===== src/rsp_regs.svh =====
// Register offsets, reset values and timing constants of the remote signal preprocessor
`ifndef RSP_REGS_SVH
`define RSP_REGS_SVH

// ----------------------------------------------------------------
// Register offsets
// ----------------------------------------------------------------
`define RSP_ADDR_CTRL_A   12'hFE8
`define RSP_ADDR_CTRL_B   12'hFE9
`define RSP_ADDR_CAPTURE  12'hFEA
`define RSP_ADDR_DATA     12'hFEB
`define RSP_ADDR_STATUS   12'hFEC

// ----------------------------------------------------------------
// Reset values and counts
// ----------------------------------------------------------------
`define RSP_CTRL_RESET    8'h00
`define RSP_BYTE_ZERO     8'h00
`define RSP_CNT_MAX       8'hFF
`define RSP_CNT_ONE       8'h01
`define RSP_BITS_ZERO     4'h0
`define RSP_BITS_FIRST    4'h1
`define RSP_BITS_FULL     4'h8
`define RSP_STAT_PAD      3'h0
`define RSP_NOISE_OFF     3'h0
`define RSP_NOISE_MULT    15'h0007
`define RSP_NOISE_ONE     15'h0001
`define RSP_NOISE_ZERO    15'h0000
`define RSP_PRE_ZERO      12'h000
`define RSP_PRE_ONE       12'h001

`endif


===== src/rsp_pkg.sv =====
// Types shared by the remote signal preprocessor files
package rsp_pkg;

    // ----------------------------------------------------------------
    // Modes
    // ----------------------------------------------------------------
    typedef enum logic [1:0] {
        RSP_SRC_RISE = 2'b00,
        RSP_SRC_FALL = 2'b01,
        RSP_SRC_BOTH = 2'b10,
        RSP_SRC_RECV = 2'b11
    } rsp_src_t;

    typedef enum logic [1:0] {
        RSP_MODE_CYCLE = 2'b00,
        RSP_MODE_WID_A = 2'b01,
        RSP_MODE_WID_B = 2'b10,
        RSP_MODE_WID_C = 2'b11
    } rsp_mode_t;

    // ----------------------------------------------------------------
    // Register layouts and bus carrier
    // ----------------------------------------------------------------
    typedef struct packed {
        logic [1:0] clk_sel;
        logic       pol;
        rsp_src_t   src;
        logic [2:0] noise;
    } rsp_ctrl_a_t;

    typedef struct packed {
        logic [3:0] thr;
        logic       start;
        logic       enable;
        rsp_mode_t  mode;
    } rsp_ctrl_b_t;

    typedef struct packed {
        logic [11:0] addr;
        logic [7:0]  wdata;
        logic        we;
        logic        re;
    } rsp_bus_req_t;

endpackage


===== src/rsp_sync.sv =====
// Three-stage input synchroniser with agreement check
`timescale 1ns/1ps
module rsp_sync
(
    input  wire logic clk_i,
    input  wire logic rst_n_i,
    input  wire logic pin_i,
    output logic      sync_o
);
    logic ff1_reg;
    logic ff2_reg;
    logic ff3_reg;

    // First stage feeds only the second
    always_ff @(posedge clk_i)
    begin
        if (!rst_n_i)
        begin
            ff1_reg <= 1'b0;
            ff2_reg <= 1'b0;
            ff3_reg <= 1'b0;
            sync_o  <= 1'b0;
        end
        else
        begin
            ff1_reg <= pin_i;
            ff2_reg <= ff1_reg;
            ff3_reg <= ff2_reg;
            if (ff2_reg == ff3_reg)
                sync_o <= ff3_reg;
        end
    end
endmodule


===== src/rsp_noise_filter.sv =====
// Noise canceller: a level change passes only after it has held 7 x 2^k clocks
`timescale 1ns/1ps
`include "rsp_regs.svh"
module rsp_noise_filter
(
    input  wire logic       clk_i,
    input  wire logic       rst_n_i,
    input  wire logic       sig_i,
    input  wire logic [2:0] code_i,
    output logic            sig_o
);
    logic [14:0] cnt_reg;
    logic [14:0] limit;
    logic [3:0]  k_sel;

    always_comb
    begin
        case (code_i)
            3'h1:    k_sel = 4'h2;
            3'h2:    k_sel = 4'h5;
            3'h3:    k_sel = 4'h6;
            3'h4:    k_sel = 4'h7;
            3'h5:    k_sel = 4'h8;
            3'h6:    k_sel = 4'hA;
            3'h7:    k_sel = 4'hB;
            default: k_sel = 4'h0;
        endcase
    end

    // Pulses of up to 7*2^k-1 clocks die; 2^(k+3)+5 always clears the limit
    assign limit = `RSP_NOISE_MULT << k_sel;

    always_ff @(posedge clk_i)
    begin
        if (!rst_n_i)
        begin
            cnt_reg <= `RSP_NOISE_ZERO;
            sig_o   <= 1'b0;
        end
        else if (code_i == `RSP_NOISE_OFF || sig_i == sig_o)
        begin
            cnt_reg <= `RSP_NOISE_ZERO;
            sig_o   <= sig_i;
        end
        else if (cnt_reg == limit - `RSP_NOISE_ONE)
        begin
            cnt_reg <= `RSP_NOISE_ZERO;
            sig_o   <= sig_i;
        end
        else
            cnt_reg <= cnt_reg + `RSP_NOISE_ONE;
    end
endmodule


===== src/rsp_top.sv =====
// Remote signal preprocessor: filter, width counter, bit decoder and register file
//
// Operation
// - Counter clock is fc divided by 64, 256, 1024 or 4096.
// - Polarity bit inverts the filtered input before every edge and bit decision.
// - Source field picks rising, falling, both edges or eight-bit receive end.
// - Noise code zero bypasses; others reject pulses up to 7*2^k-1 clocks.
// - Filter passes pulses of at least 2^(k+3)+5 clocks.
// - Start bit zero stops and clears counter; one starts counting.
// - Enable bit switches the counter, capture and bit decoder off or on; edge interrupts stay live.
// - Both-edge source ignores measurement mode, measuring low and high widths apart.
// - Edge modes capture counter, clear it, request interrupt, keep counting.
// - Counter at FF requests interrupt, sets overflow flag, clears, halts until restart.
// - Writing start bit one clears the overflow flag.
// - Bit is one when counter upper nibble reaches threshold, else zero.
// - Receive-end mode interrupts after eight decoded bits.
// - Each bit decision copies the counter into the capture register.
// - Decoded bits shift into the data buffer on the active rising edge.
// - Bit count shows stored bits, reloading to one after an interrupt.
//
// The implementer's own choice: the strobed register port.
`timescale 1ns/1ps
`include "rsp_regs.svh"
module rsp_top
(
    input  wire logic                   clk_i,
    input  wire logic                   rst_n_i,
    input  wire rsp_pkg::rsp_bus_req_t  bus_i,
    input  wire logic                   remote_signal_input_i,
    output logic [7:0]                  rd_data_o,
    output logic                        remote_interrupt_request_o
);
    import rsp_pkg::*;

    // ----------------------------------------------------------------
    // State
    // ----------------------------------------------------------------
    rsp_ctrl_a_t ctrl_a_reg;
    rsp_ctrl_b_t ctrl_b_reg;
    logic [11:0] pre_reg;
    logic [7:0]  cnt_reg;
    logic        run_reg;
    logic        ovf_reg;
    logic [7:0]  capt_reg;
    logic [7:0]  data_reg;
    logic [3:0]  bits_reg;
    logic        pend_reg;
    logic        sig_prev_reg;

    logic        pin_sync;
    logic        pin_filt;
    rsp_ctrl_b_t wr_b_val;
    logic        wr_a;
    logic        wr_b;
    logic        start_wr;
    logic        stop_wr;
    logic        sig;
    logic        rise;
    logic        fall;
    logic        tick;
    logic        active;
    logic        recv;
    logic        edge_end;
    logic        dec_edge;
    logic        meas_end;
    logic        cnt_clr;
    logic        ovf_hit;
    logic        bit_val;
    logic        shift_now;
    logic        shift_bit;
    logic [3:0]  bits_next;
    logic        irq_next;
    logic [7:0]  rd_next;
    logic [7:0]  status;

    // ----------------------------------------------------------------
    // Input path
    // ----------------------------------------------------------------
    rsp_sync u_sync
    (
        .clk_i   (clk_i),
        .rst_n_i (rst_n_i),
        .pin_i   (remote_signal_input_i),
        .sync_o  (pin_sync)
    );

    rsp_noise_filter u_filter
    (
        .clk_i   (clk_i),
        .rst_n_i (rst_n_i),
        .sig_i   (pin_sync),
        .code_i  (ctrl_a_reg.noise),
        .sig_o   (pin_filt)
    );

    assign sig  = pin_filt ^ ctrl_a_reg.pol;
    assign rise = sig & ~sig_prev_reg;
    assign fall = ~sig & sig_prev_reg;

    // ----------------------------------------------------------------
    // Bus decode
    // ----------------------------------------------------------------
    assign wr_a     = bus_i.we && bus_i.addr == `RSP_ADDR_CTRL_A;
    assign wr_b     = bus_i.we && bus_i.addr == `RSP_ADDR_CTRL_B;
    assign wr_b_val = rsp_ctrl_b_t'(bus_i.wdata);
    assign start_wr = wr_b && wr_b_val.start;
    assign stop_wr  = wr_b && !wr_b_val.start;

    // ----------------------------------------------------------------
    // Prescaler and event selection
    // ----------------------------------------------------------------
    // Free-running divider; all four taps share it, so a select change
    // takes effect at the next tap boundary without a glitch tick
    assign tick = (ctrl_a_reg.clk_sel == 2'h0) ? &pre_reg[5:0]  :
                  (ctrl_a_reg.clk_sel == 2'h1) ? &pre_reg[7:0]  :
                  (ctrl_a_reg.clk_sel == 2'h2) ? &pre_reg[9:0]  :
                                                 &pre_reg[11:0];

    assign active = ctrl_b_reg.enable && run_reg;
    assign recv   = ctrl_a_reg.src == RSP_SRC_RECV;

    // Both-edge source never looks at the mode field
    assign edge_end = (ctrl_a_reg.src == RSP_SRC_RISE) ? rise :
                      (ctrl_a_reg.src == RSP_SRC_FALL) ? fall :
                      (rise | fall);

    // Cycle mode decides on the rising edge, width modes on the falling one
    assign dec_edge = (ctrl_b_reg.mode == RSP_MODE_CYCLE) ? rise : fall;
    assign meas_end = recv ? dec_edge : edge_end;
    // Width modes restart at the rise too, else a fall would see the whole period
    assign cnt_clr  = meas_end || shift_now;
    assign ovf_hit  = active && cnt_reg == `RSP_CNT_MAX && !cnt_clr;

    // Nibble compare equals counter against 16 * threshold ticks
    assign bit_val   = cnt_reg[7:4] >= ctrl_b_reg.thr;
    assign shift_now = recv && rise && active;
    assign shift_bit = (ctrl_b_reg.mode == RSP_MODE_CYCLE) ? bit_val : pend_reg;
    assign bits_next = (bits_reg == `RSP_BITS_FULL) ? `RSP_BITS_FIRST :
                       bits_reg + `RSP_BITS_FIRST;

    // Edge sources stay live when the counter is off: plain external interrupt
    assign irq_next = (!recv && edge_end) ||
                      (shift_now && bits_next == `RSP_BITS_FULL) ||
                      ovf_hit;

    // ----------------------------------------------------------------
    // Read mux
    // ----------------------------------------------------------------
    assign status = {ovf_reg, `RSP_STAT_PAD, bits_reg};
    assign rd_next = !bus_i.re                          ? `RSP_BYTE_ZERO :
                     bus_i.addr == `RSP_ADDR_CTRL_A     ? ctrl_a_reg     :
                     bus_i.addr == `RSP_ADDR_CTRL_B     ? ctrl_b_reg     :
                     bus_i.addr == `RSP_ADDR_CAPTURE    ? capt_reg       :
                     bus_i.addr == `RSP_ADDR_DATA       ? data_reg       :
                     bus_i.addr == `RSP_ADDR_STATUS     ? status         :
                                                          `RSP_BYTE_ZERO;

    // ----------------------------------------------------------------
    // Control registers
    // ----------------------------------------------------------------
    always_ff @(posedge clk_i)
    begin
        if (!rst_n_i)
        begin
            ctrl_a_reg <= rsp_ctrl_a_t'(`RSP_CTRL_RESET);
            ctrl_b_reg <= rsp_ctrl_b_t'(`RSP_CTRL_RESET);
        end
        else
        begin
            if (wr_a)
                ctrl_a_reg <= rsp_ctrl_a_t'(bus_i.wdata);
            if (wr_b)
                ctrl_b_reg <= wr_b_val;
        end
    end

    always_ff @(posedge clk_i)
    begin
        if (!rst_n_i)
        begin
            pre_reg      <= `RSP_PRE_ZERO;
            sig_prev_reg <= 1'b0;
            rd_data_o    <= `RSP_BYTE_ZERO;
            remote_interrupt_request_o <= 1'b0;
        end
        else
        begin
            pre_reg      <= pre_reg + `RSP_PRE_ONE;
            sig_prev_reg <= sig;
            rd_data_o    <= rd_next;
            remote_interrupt_request_o <= irq_next;
        end
    end

    // ----------------------------------------------------------------
    // Width counter
    // ----------------------------------------------------------------
    always_ff @(posedge clk_i)
    begin
        if (!rst_n_i)
        begin
            cnt_reg <= `RSP_BYTE_ZERO;
            run_reg <= 1'b0;
        end
        else if (start_wr || stop_wr)
        begin
            cnt_reg <= `RSP_BYTE_ZERO;
            run_reg <= start_wr;
        end
        else if (!active)
            cnt_reg <= `RSP_BYTE_ZERO;
        else if (cnt_clr)
            cnt_reg <= `RSP_BYTE_ZERO;
        else if (ovf_hit)
        begin
            cnt_reg <= `RSP_BYTE_ZERO;
            run_reg <= 1'b0;
        end
        else if (tick)
            cnt_reg <= cnt_reg + `RSP_CNT_ONE;
    end

    // Overflow flag: a set in the cycle of a restart write wins
    always_ff @(posedge clk_i)
    begin
        if (!rst_n_i)
            ovf_reg <= 1'b0;
        else if (ovf_hit)
            ovf_reg <= 1'b1;
        else if (start_wr)
            ovf_reg <= 1'b0;
    end

    // ----------------------------------------------------------------
    // Capture and bit decoder
    // ----------------------------------------------------------------
    always_ff @(posedge clk_i)
    begin
        if (!rst_n_i)
        begin
            capt_reg <= `RSP_BYTE_ZERO;
            pend_reg <= 1'b0;
        end
        else
        begin
            if (active && meas_end)
                capt_reg <= cnt_reg;
            // Stale decision must not reach the first shift after a restart
            if (start_wr)
                pend_reg <= 1'b0;
            else if (active && recv && fall)
                pend_reg <= bit_val;
        end
    end

    always_ff @(posedge clk_i)
    begin
        if (!rst_n_i)
        begin
            data_reg <= `RSP_BYTE_ZERO;
            bits_reg <= `RSP_BITS_ZERO;
        end
        else if (start_wr)
            bits_reg <= `RSP_BITS_ZERO;
        else if (shift_now)
        begin
            data_reg <= {data_reg[6:0], shift_bit};
            bits_reg <= bits_next;
        end
    end
endmodule


===== config.mk =====
export PLATFORM = sky130hd
export DESIGN_NAME = rsp_top
export DESIGN_NICKNAME = d
export VERILOG_FILES = /design/src/rsp_pkg.sv /design/src/rsp_sync.sv /design/src/rsp_noise_filter.sv /design/src/rsp_top.sv
export VERILOG_INCLUDE_DIRS = /design/src
export SDC_FILE = /design/constraint.sdc
export NUM_CORES = 1
export LEC_CHECK = 0
export ABC_AREA = 1
export BUFFER_PORTS_ARGS = -buffer_cell sky130_fd_sc_hd__buf_2
export CAP_MARGIN = 20
export CORE_ASPECT_RATIO = 1.2
export CORE_UTILIZATION = 55
export CTS_BUF_LIST = sky130_fd_sc_hd__clkbuf_8
export DETAILED_ROUTE_END_ITERATION = 12
export GPL_TIMING_DRIVEN = 0
export PLACE_DENSITY = 0.72
export REMOVE_ABC_BUFFERS = 1
export SYNTH_ARGS = -nofsm -noshare
export SYNTH_HDL_FRONTEND = slang
export SYNTH_SLANG_ARGS = --single-unit

===== constraint.sdc =====
create_clock -name clk_i -period 4.3 [get_ports clk_i]
set_input_delay 0.215 -clock clk_i [delete_from_list [all_inputs] [get_ports clk_i]]
set_output_delay 0.215 -clock clk_i [all_outputs]
set_load 0.01 [all_outputs]

==> summary.md <==
| Metric | Value |
|---|---|
| Die W | 88.7 µm |
| Max reg flops | 15 |
| Synth top area share | 35.9% |
| Flop and latch count out of synthesis | 89 |
| Worst EP arrival | 3.93 ns |
| CTS buffer count | 9 |
| Crit-path max cell delay | 0.58 ns |
| Post-synth EDFFs | 0 |
| Met1 usage | 28.5% |
| Hold Crit Class | input port to register |
| Vias in the first global route | 4102 |
| DRT iter0 DRCs | 171 |
| Tcrit/Tclk final | 85.3% |
| Met3 Track Usage GR | 4.97% |
| Yosys top cell by area | dfxtp_1 |
| I/O Buffers | 33 |
| Final setup viols | 0 |
| Initial antenna violation count | 0 |
| Post-CTS Hold Buffers | 0 |
| Num ports | 34 |
| Final nets | 758 |
| Post-CTS Setup Bufs | 0 |
| Antenna cells | 0 |
| Setup Crit Path Kind | register to register |
| Syn. warnings | 0 |
| Final Max Slew Viols | 0 |
| Hold WS | 0.0358 ns |
| Commonest non-fill, non-tap cell in the layout | nand2_1 |
| Final wirelength | 10.9 mm |
| Async S/R FF share, synth | 0% |
| Largest net degree at the start of global routing | 43 |
| GRT busiest layer | met2 |
| Average cell area after synthesis | 7.30 µm² |
| Maxcap violations | 0 |
| Area growth syn-to-layout | 9.56% |
| Row count | 37 |
| Final Wtd Congestion | 0.891 |
| Post-layout util | 62.8% |
| Post-synth cell types | 39 |
| Run status | complete, no violations |
| DR WL/cell | 13.1 µm |
| Clk_skew | 0.0126 ns |
| Fmax achieved | 273 MHz |
| Top cells by area, synth | dfxtp_1, nand2_1, inv_1, nand3_1, nor2_1 |
| Die area | 9400 µm² |
| Setup TNS | 0 ns |
| Crit path max-delay cell type | dfxtp_1 |
| Worst-Skew Late Latency | 0.37 ns |
| Die H | 106 µm |
| H-tree depth | 3 |
| Synth Instances | 679 |
| Total Routing Usage GR | 25.1% |
| CTS root buffer | clkbuf_8 |
| CTS Buffer Depth | 2 |
| Critical Path End Type | register |
| Layout cell share with drive strength beyond 1 | 13.5% |
| Starting Density | 57.3% |
| Worst IR Drop VDD | 0.168 mV |
| RSZ-0062 raised after global routing | no |
| Routed vias/inst | 5.26 |
| PD cells | 271 nW/µm² |
| Critical path's top delay family | simple AND/OR/NAND/NOR gates |
| Global route overflow | 0 |
| Rel. slew slack | 46.0% |
| Cell Area, Synth | 4960 µm² |
| Register area share after synthesis | 35.9% |
| CTS tree | built |
| Dominant synthesized flop cell | dfxtp_1 |
| Routed vias | 4383 |
| Crit path buf inv count | 2 |
| Startpoint types | register |
| Final hold vios | 0 |
| Pleak | 2.29 nW |
| Crit path cell chain | inv_2 -> ha_1 -> nor2_2 -> nand2_8 -> nand2_4 -> nand3_2 -> ha_1 -> inv_1 -> nand2_1 -> nand2_1 -> nor2_1 -> nand2_1 -> nor2_1 -> nand2_1 -> nor2_1 -> nand3_1 -> nor2_1 -> nand2_1 -> nor2_2 -> nand3_1 -> nor2_2 -> nor2_4 -> nand2_4 -> nor2_1 |
| Most frequent cells in the layout | nand2_1, inv_1, dfxtp_1 |
| Drt pass-1 iters | 4 |
| Critical path peak fanout | 15 |
| Clock slew at the register clock pins of the worst setup and hold paths | 0.09 ns |
| Quantity of gates resized following cts | 0 |
| Post-route DRC | 0 |
| Core ar. | 8660 µm² |
| # clock sinks | 89 |
| Final Power | 1.47 mW |
| CP required | 4.56 ns |
| Final min period | 3.67 ns |
| Worst-Margin Slew | 0.803 ns |
| First-pass GRT wire length | 18.2 mm |
| Met2 Track Usage GR | 43.5% |
| Hpwl dp | 8.43 mm |
| DRT antenna net count | 0 |
==> report_power, final <==
group	switching [mW]	internal [mW]	leakage (nW)
combinational	0.0262	0.0137	1.47
clock	0.312	0.292	0.105
sequential	0.00221	0.827	0.718
==> logic make-up (layout without fill, tap and decap cells) <==
kind of cell / after synthesis / after routing / synth area share [%]
AND/OR/NAND/NOR: 314 / 314 / 31.9
XOR/XNOR: 25 / 25 / 4.41
buffers and inverters: 111 / 149 / 8.80
flip-flops: 89 / 89 / 35.9
adder cells (fa/ha/maj): 21 / 21 / 5.30
AO/OA/AOI/OAI: 119 / 119 / 13.7
==> worst min-delay path: stages <==
cell and delay [ns]:
buf_2 0.07, nand2_1 0.04, inv_1 0.04
==> per-layer routing <==
metal	up-vias	part of all wire (%)
met5	-	0
met1	1996	44
met4	0	3.9
met2	77	49
met3	25	3.8
li1	2285	-
==> cells in the mapped netlist, types with 12 or more instances <==
| library cell | number |
|---|---|
| ha_1 | 21 |
| nand2_1 | 104 |
| nor3_1 | 16 |
| inv_1 | 89 |
| o21ai_0 | 39 |
| nand3_1 | 66 |
| dfxtp_1 | 89 |
| xor2_1 | 17 |
| nor2_1 | 71 |
| a21oi_1 | 52 |
| nor2_4 | 12 |
| a211oi_1 | 14 |
==> worst paths after layout <==
kind                          endpoint  depth (start not counted)  slack, ns             startpoint
setup / recovery  u_filter.cnt_reg[11]                         24       0.63          ctrl_a_reg[2]
hold / removal          u_sync.ff1_reg                          3       0.04  remote_signal_input_i
setup reg to reg  u_filter.cnt_reg[11]                         24       0.63          ctrl_a_reg[2]
hold reg to reg         u_sync.ff2_reg                          2       0.43         u_sync.ff1_reg
==> cell type report <==
class                   instances  area (µm²)
fillers                       832        3220
multi-input cells             479        2750
flip-flops and latches         89        1780
inverters                      99         373
repair buffers                 34         173
well taps                     117         146
clock buffers                  10         138
clock inverters                 6        75.1
==> stage by stage <==
stage,setup slack (ns),cells,area (µm²)
final,0.631,834,5430
after global routing,0.209,834,5430
after CTS,0.613,834,5430
after detailed placement,0.623,818,5220
after global placement,0.663,817,5210
after floorplan,1.09,667,4900
Power figures use the tool's default switching activity.
